File: config.mk
export PLATFORM = sky130hd
export DESIGN_NAME = icp_top
export DESIGN_NICKNAME = d
export VERILOG_FILES = /design/src/icp_pkg.sv /design/src/icp_pin_route.sv /design/src/icp_top.sv
export SDC_FILE = /design/constraint.sdc
export NUM_CORES = 1
export LEC_CHECK = 0
export BUFFER_PORTS_ARGS = -buffer_cell sky130_fd_sc_hd__clkbuf_2
export CAP_MARGIN = 20
export CORE_AREA = 2 2 50 52
export DETAILED_ROUTE_END_ITERATION = 8
export DIE_AREA = 0 0 52 54
export GPL_TIMING_DRIVEN = 0
export HOLD_SLACK_MARGIN = 0.08
export PLACE_DENSITY = 0.76
export SETUP_SLACK_MARGIN = 0.15
export SYNTH_ARGS = -nofsm -noshare
export SYNTH_HDL_FRONTEND = slang
export SYNTH_SLANG_ARGS = --single-unit
File: constraint.sdc
create_clock -name clock -period 1.5 [get_ports clock]
set_input_delay 0.225 -clock clock [delete_from_list [all_inputs] [get_ports clock]]
set_output_delay 0.225 -clock clock [all_outputs]
set_load 0.1 [all_outputs]
File: src/icp_pkg.sv
package icp_pkg;

	// Line states of the snoop outcome
	localparam logic [1:0] ICP_LINE_INVALID  = 2'h0;
	localparam logic [1:0] ICP_LINE_SHARED   = 2'h1;
	localparam logic [1:0] ICP_LINE_EXCL     = 2'h2;
	localparam logic [1:0] ICP_LINE_MODIFIED = 2'h3;

	// Transfer counts per bus cycle
	localparam logic [1:0] ICP_LEN_SINGLE = 2'h0;
	localparam logic [1:0] ICP_LEN_BURST  = 2'h3;

	// Acknowledge cycles per accepted request
	localparam logic [1:0] ICP_ACK_COUNT = 2'h2;

	// Vector width
	localparam int ICP_VEC_W = 8;

	typedef enum logic [2:0] {
		ICP_IDLE,
		ICP_WAIT_INSN,
		ICP_ACK_REQ,
		ICP_ACK_WAIT,
		ICP_VECTOR
	} icp_state_t;

endpackage

File: src/icp_pin_route.sv
`timescale 1ns/1ns
module icp_pin_route (
	input  wire logic clock,
	input  wire logic reset_n,
	input  wire logic local_ctrl_enable,
	input  wire logic pin_zero,
	input  wire logic pin_one,
	output logic      maskable_req,
	output logic      nonmaskable_req,
	output logic      local_irq_zero,
	output logic      local_irq_one
);
	import icp_pkg::*;

	// Registered so downstream sees one-cycle-aligned, glitch-free levels
	always_ff @(posedge clock) begin
		if (!reset_n) begin
			maskable_req    <= 1'b0;
			nonmaskable_req <= 1'b0;
			local_irq_zero  <= 1'b0;
			local_irq_one   <= 1'b0;
		end else begin
			maskable_req    <= pin_zero & ~local_ctrl_enable;
			local_irq_zero  <= pin_zero & local_ctrl_enable;
			nonmaskable_req <= pin_one & ~local_ctrl_enable;
			local_irq_one   <= pin_one & local_ctrl_enable;
		end
	end
endmodule

File: src/icp_top.sv
`timescale 1ns/1ns
module icp_top (
	input  wire logic                         clock,
	input  wire logic                         reset_n,
	input  wire logic                         irq_pin_zero,
	input  wire logic                         irq_pin_one,
	input  wire logic                         local_ctrl_enable,
	input  wire logic                         irq_enable_flag,
	input  wire logic                         insn_boundary,
	input  wire logic                         ack_cycle_done,
	input  wire logic [icp_pkg::ICP_VEC_W-1:0] ack_vector,
	input  wire logic                         snoop_address_strobe_n,
	input  wire logic                         snoop_invalidate_qualifier,
	input  wire logic                         snoop_hit,
	input  wire logic [1:0]                   snoop_cur_state,
	input  wire logic                         cycle_start,
	input  wire logic                         cacheable_cycle,
	input  wire logic                         cache_allow_n,
	output logic                              ack_cycle_req,
	output logic                              bus_lock,
	output logic                              hold_execution,
	output logic                              vector_valid,
	output logic [icp_pkg::ICP_VEC_W-1:0]     vector_out,
	output logic                              nmi_request,
	output logic                              local_irq_zero,
	output logic                              local_irq_one,
	output logic                              snoop_update,
	output logic [1:0]                        snoop_new_state,
	output logic                              line_fill,
	output logic [1:0]                        cycle_length
);
	import icp_pkg::*;

	logic       maskable_req;
	icp_state_t state_reg;
	logic [1:0] ack_cnt_reg;
	logic       accept_now;
	logic       start_ack;
	logic       ack_done_now;
	logic       last_ack;

	// Request qualified by the enable flag, re-tested every clock
	assign accept_now   = maskable_req && irq_enable_flag;
	assign start_ack    = (state_reg == ICP_WAIT_INSN) && accept_now &&
		insn_boundary;
	assign ack_done_now = (state_reg == ICP_ACK_WAIT) && ack_cycle_done;
	assign last_ack     = (ack_cnt_reg + 2'h1) == ICP_ACK_COUNT;

	icp_pin_route u_route (
		.clock             (clock),
		.reset_n           (reset_n),
		.local_ctrl_enable (local_ctrl_enable),
		.pin_zero          (irq_pin_zero),
		.pin_one           (irq_pin_one),
		.maskable_req      (maskable_req),
		.nonmaskable_req   (nmi_request),
		.local_irq_zero    (local_irq_zero),
		.local_irq_one     (local_irq_one)
	);

	////////////////////////////////////////////////////////////////////////
	// Interrupt acceptance and acknowledge sequencing
	// Request is not latched: a request dropped before the instruction
	// boundary is simply lost, so the requester must hold it.
	always_ff @(posedge clock) begin
		if (!reset_n) begin
			state_reg <= ICP_IDLE;
		end else begin
			case (state_reg)
				ICP_IDLE: begin
					if (accept_now) begin
						state_reg <= ICP_WAIT_INSN;
					end
				end
				ICP_WAIT_INSN: begin
					if (!accept_now) begin
						state_reg <= ICP_IDLE;
					end else if (insn_boundary) begin
						state_reg <= ICP_ACK_REQ;
					end
				end
				ICP_ACK_REQ: begin
					state_reg <= ICP_ACK_WAIT;
				end
				ICP_ACK_WAIT: begin
					if (ack_cycle_done) begin
						state_reg <= last_ack ? ICP_VECTOR : ICP_ACK_REQ;
					end
				end
				ICP_VECTOR: begin
					state_reg <= ICP_IDLE;
				end
				default: begin
					state_reg <= ICP_IDLE;
				end
			endcase
		end
	end

	////////////////////////////////////////////////////////////////////////
	// Acknowledge counter, cleared at every new acceptance
	always_ff @(posedge clock) begin
		if (!reset_n) begin
			ack_cnt_reg <= 2'h0;
		end else if (start_ack) begin
			ack_cnt_reg <= 2'h0;
		end else if (ack_done_now && !last_ack) begin
			ack_cnt_reg <= ack_cnt_reg + 2'h1;
		end
	end

	////////////////////////////////////////////////////////////////////////
	// Acknowledge request: one level per cycle, dropped on done
	always_ff @(posedge clock) begin
		if (!reset_n) begin
			ack_cycle_req <= 1'b0;
		end else if (state_reg == ICP_ACK_REQ) begin
			ack_cycle_req <= 1'b1;
		end else if (ack_done_now) begin
			ack_cycle_req <= 1'b0;
		end
	end

	////////////////////////////////////////////////////////////////////////
	// Lock spans both acknowledges so no other master slips between
	always_ff @(posedge clock) begin
		if (!reset_n) begin
			bus_lock <= 1'b0;
		end else if (start_ack) begin
			bus_lock <= 1'b1;
		end else if (ack_done_now && last_ack) begin
			bus_lock <= 1'b0;
		end
	end

	////////////////////////////////////////////////////////////////////////
	// Execution held from the boundary until the vector is out
	always_ff @(posedge clock) begin
		if (!reset_n) begin
			hold_execution <= 1'b0;
		end else if (start_ack) begin
			hold_execution <= 1'b1;
		end else if (state_reg == ICP_VECTOR) begin
			hold_execution <= 1'b0;
		end
	end

	////////////////////////////////////////////////////////////////////////
	// Vector captured with the second done only
	always_ff @(posedge clock) begin
		if (!reset_n) begin
			vector_out <= '0;
		end else if (ack_done_now && last_ack) begin
			vector_out <= ack_vector;
		end
	end

	always_ff @(posedge clock) begin
		if (!reset_n) begin
			vector_valid <= 1'b0;
		end else begin
			vector_valid <= (state_reg == ICP_VECTOR);
		end
	end

	////////////////////////////////////////////////////////////////////////
	// Snoop outcome, qualifier taken in the strobe clock only
	// Current line state is not needed: the outcome depends on the
	// qualifier alone
	always_ff @(posedge clock) begin
		if (!reset_n) begin
			snoop_update <= 1'b0;
		end else begin
			snoop_update <= !snoop_address_strobe_n && snoop_hit;
		end
	end

	always_ff @(posedge clock) begin
		if (!reset_n) begin
			snoop_new_state <= ICP_LINE_INVALID;
		end else if (!snoop_address_strobe_n && snoop_hit) begin
			snoop_new_state <= snoop_invalidate_qualifier ?
				ICP_LINE_INVALID : ICP_LINE_SHARED;
		end
	end

	////////////////////////////////////////////////////////////////////////
	// Cycle length decision
	always_ff @(posedge clock) begin
		if (!reset_n) begin
			line_fill    <= 1'b0;
			cycle_length <= ICP_LEN_SINGLE;
		end else begin
			line_fill <= 1'b0;
			if (cycle_start) begin
				line_fill    <= cacheable_cycle & ~cache_allow_n;
				cycle_length <= (cacheable_cycle && !cache_allow_n) ?
					ICP_LEN_BURST : ICP_LEN_SINGLE;
			end
		end
	end
endmodule

==> qor.json <==
{
  "worst_setup_path": {
    "critical_path_required_ns": 1.27,
    "timing.critical_path.from_type": "flop",
    "critPathMaxStageDelay_ns": 0.44,
    "crit_path_cell_trace": "clkbuf_2",
    "path_class": "flop to primary output",
    "timing.critical_path.to_type": "primary output",
    "critical_path_arrival_ns": 1.09,
    "cp_num_buf_inv": 1,
    "worst_path_max_delay_cell": "sky130_fd_sc_hd__clkbuf_2",
    "path_delay_family": "buffers and inverters",
    "critical_path_peak_fanout": 1
  },
  "timing": {
    "fin_crit_sh_pct": 87.6,
    "fin_setup_tns_ns": 0,
    "final.setup_skew_ns": 0.00537,
    "worst_slew_pin_slew_ns": 0.540,
    "finalWorstPathRequiredPeriod_ns": 1.31,
    "timing.slew.headroom_pct": 64.1,
    "final_max_slew_viol_count": 0,
    "max_freq_ghz": 0.761,
    "setup_repair_after_global_routing_missed_its_margin": "no",
    "final_report_hold_violation_count": 0,
    "finalSetupViolations": 0
  },
  "clock_network": {
    "cts_root_buffer": "sky130_fd_sc_hd__clkbuf_4",
    "post_cts_hold_buffer_count": 0,
    "postCtsSetupBuffers": 0,
    "tritoncts_clock_tree": "done",
    "insertion_delay_to_the_later_sink_of_the_worst_skew_pair_ns": 0.31,
    "htree_num_levels": 1,
    "max-clock-path-buffers": 2,
    "numCtsBuffers": 3,
    "cts.reportedPaths.clkPinSlew_ns": 0.13,
    "clkSinkCount": 25
  },
  "route": {
    "route.vias.total": 927,
    "first_iter_violations": 14,
    "route.detailed.wl_per_inst_microns": 12.5,
    "first_pass_iters": 4,
    "route.antenna.remaining_nets": 0,
    "routed_wirelength_microns": 2250,
    "route.detailed.vias_per_inst": 5.15,
    "post-route-drc-count": 0
  },
  "placement": {
    "place.gp.congestion": 0.725,
    "place_hpwl_microns": 1640,
    "input_output_buffers": 41
  },
  "worst_hold_path": {
    "holdCritPathClass": "input pin to flop"
  },
  "floorplanning": {
    "fp.dieW_microns": 52,
    "top_level_ports": 45,
    "die-height_microns": 54,
    "initial_utilization_pct": 42.8,
    "rows": 18,
    "total_core_area_sq_um": 2320,
    "die-area_sq_um": 2810
  },
  "pwr": {
    "power-per-cell-area_nw_per_um2": 848,
    "vdd_ir_drop_max_v": 0.000661,
    "power_leakage_nw": 0.584
  },
  "yosys": {
    "synth_top_flop_cell": "sky130_fd_sc_hd__dfxtp_1",
    "syn-mean-instance-area_sq_um": 9.45,
    "number_of_flops_mapped_to_enable_cells_by_yosys": 0,
    "yosysTopAreaCell": "sky130_fd_sc_hd__dfxtp_1",
    "postSynthNetCount": 130,
    "ys.warnings.count": 0,
    "ys_top_cells_by_area": "sky130_fd_sc_hd__dfxtp_1 50%, sky130_fd_sc_hd__a21boi_0 6.1%, sky130_fd_sc_hd__nand3_1 4.5%",
    "yosys_register_bits": 25,
    "synthCells": 105,
    "synth-async-reset-ratio_pct": 0,
    "netlist_area_sq_um": 992,
    "synth_top_cell_area_share_pct": 50.4,
    "ys_seq_area_share_pct": 50.4,
    "netlist-cell-type-count": 32
  },
  "global_route": {
    "global_route_wire_length_before_repair_microns": 3460,
    "antenna_found_initial": 0,
    "maximum_number_of_pins_on_one_net_before_global_route_repair": 15,
    "grt_overflow": 0,
    "globalRouteTotalUtil_pct": 16.6,
    "first_global_vias": 834
  },
  "final_layout": {
    "finalCoreUtilization_pct": 57.1,
    "post_route_cells_drive_above_1_share_pct": 41.3,
    "area_growth_syn_to_layout_pct": 33.4,
    "final_net_count": 176,
    "insertedDiodeCount": 0,
    "flip_flop_count_of_the_largest_register_all_copies_and_words_added": 8,
    "final.fill_count": 210
  },
  "job": {
    "timing.max_cap.violations": 0
  },
  "run_status": {
    "outcome": "completed"
  }
}
-- power breakdown --
part	internal [mW]	total [mW]	switching [mW]
clock	0.0997	0.295	0.196
combinational	0.0437	0.150	0.106
sequential	0.674	0.678	0.00422
-- what timing repair did --
item,in CTS,in global routing
endpoints found under the hold margin,0,0
resized for setup,12,22
setup endpoints to repair,21,23
-- synth_stat cells, types with 2 or more instances --
master                     number
sky130_fd_sc_hd__nand3_1        9
sky130_fd_sc_hd__buf_2          2
sky130_fd_sc_hd__nor2_1         3
sky130_fd_sc_hd__o31ai_1        3
sky130_fd_sc_hd__dfxtp_1       25
sky130_fd_sc_hd__clkbuf_1       3
sky130_fd_sc_hd__o21ai_0        9
sky130_fd_sc_hd__or4_1          2
sky130_fd_sc_hd__buf_4          2
sky130_fd_sc_hd__and3_1         3
sky130_fd_sc_hd__inv_1          3
sky130_fd_sc_hd__nor2b_1        2
sky130_fd_sc_hd__a21boi_1       3
sky130_fd_sc_hd__a21oi_1        4
sky130_fd_sc_hd__nand2_1        8
sky130_fd_sc_hd__a21boi_0       8
-- cell type report --
cell class / instances / area (sq um) / share of cell area (%)
tap: 30 / 37.5 / 2.84
sequential: 25 / 505 / 38.2
timing repair buffer: 41 / 240 / 18.1
buffer: 8 / 51.3 / 3.88
inverter: 3 / 11.3 / 0.851
clock buffer: 3 / 22.5 / 1.70
multi-input combinational: 69 / 450 / 34.0
clock inverter: 1 / 5.00 / 0.378
-- metrics by stage --
step	std cells	setup slack, ns	instance area [sq um]	hold WS, ns	total power, mW
6_report	180	0.186	1320	0.0912	1.12
5_1_grt	180	0.152	1320	0.0803	1.17
3_3_place_gp	176	0.202	1240	0.422	0.836
3_5_place_dp	176	0.142	1240	0.433	0.840
4_1_cts	180	0.150	1300	0.0854	1.14
2_1_floorplan	105	0.151	993	0.297	0.795
-- routing by layer --
| layer | global-route usage, % | up-vias | share of wire (%) |
|---|---|---|---|
| li1 | - | 457 | - |
| met3 | 2.50 | 4 | 2.7 |
| met4 | 8.77 | 0 | 1.7 |
| met2 | 29.7 | 20 | 55 |
| met5 | 0 | - | 0 |
| met1 | 19.0 | 446 | 41 |
-- cells by family after synthesis --
family          count (synthesis)  share of synthesized area [%]
flops                          25                           50.4
simple gates                   36                           21.3
compound gates                 31                           20.7
buf+inv                        11                           5.93
other cells                     1                          0.378
fa+ha+maj                       1                           1.26
-- final timing paths --
check	startpoint	to	slack, ns	cells after the start
hold reg to reg	vector_out[5]	vector_out[5]	0.49	2
setup / recovery	vector_valid	vector_valid	0.19	1
setup reg to reg	ack_cnt_reg[1]	ack_cnt_reg[0]	0.19	4
hold / removal	local_ctrl_enable	u_route.nonmaskable_req	0.09	2
-- cells in the final DEF (no fill, tap or decap), drive strengths merged --
master	instances
o31ai	3
or3	1
nand2	9
o21a	1
and4b	1
nor4b	1
nand3	9
or4	3
and2	1
buf	10
a21oi	4
nand2b	1
clkinv	1
a21boi	11
and3	4
inv	3
a31o	1
o41ai	1
or3b	1
nor2b	2
dfxtp	25
o21ai	9
nor2	3
o211a	1
conb	1
ha	1
clkbuf	42
Note: power is estimated with default switching activity, not from simulation.
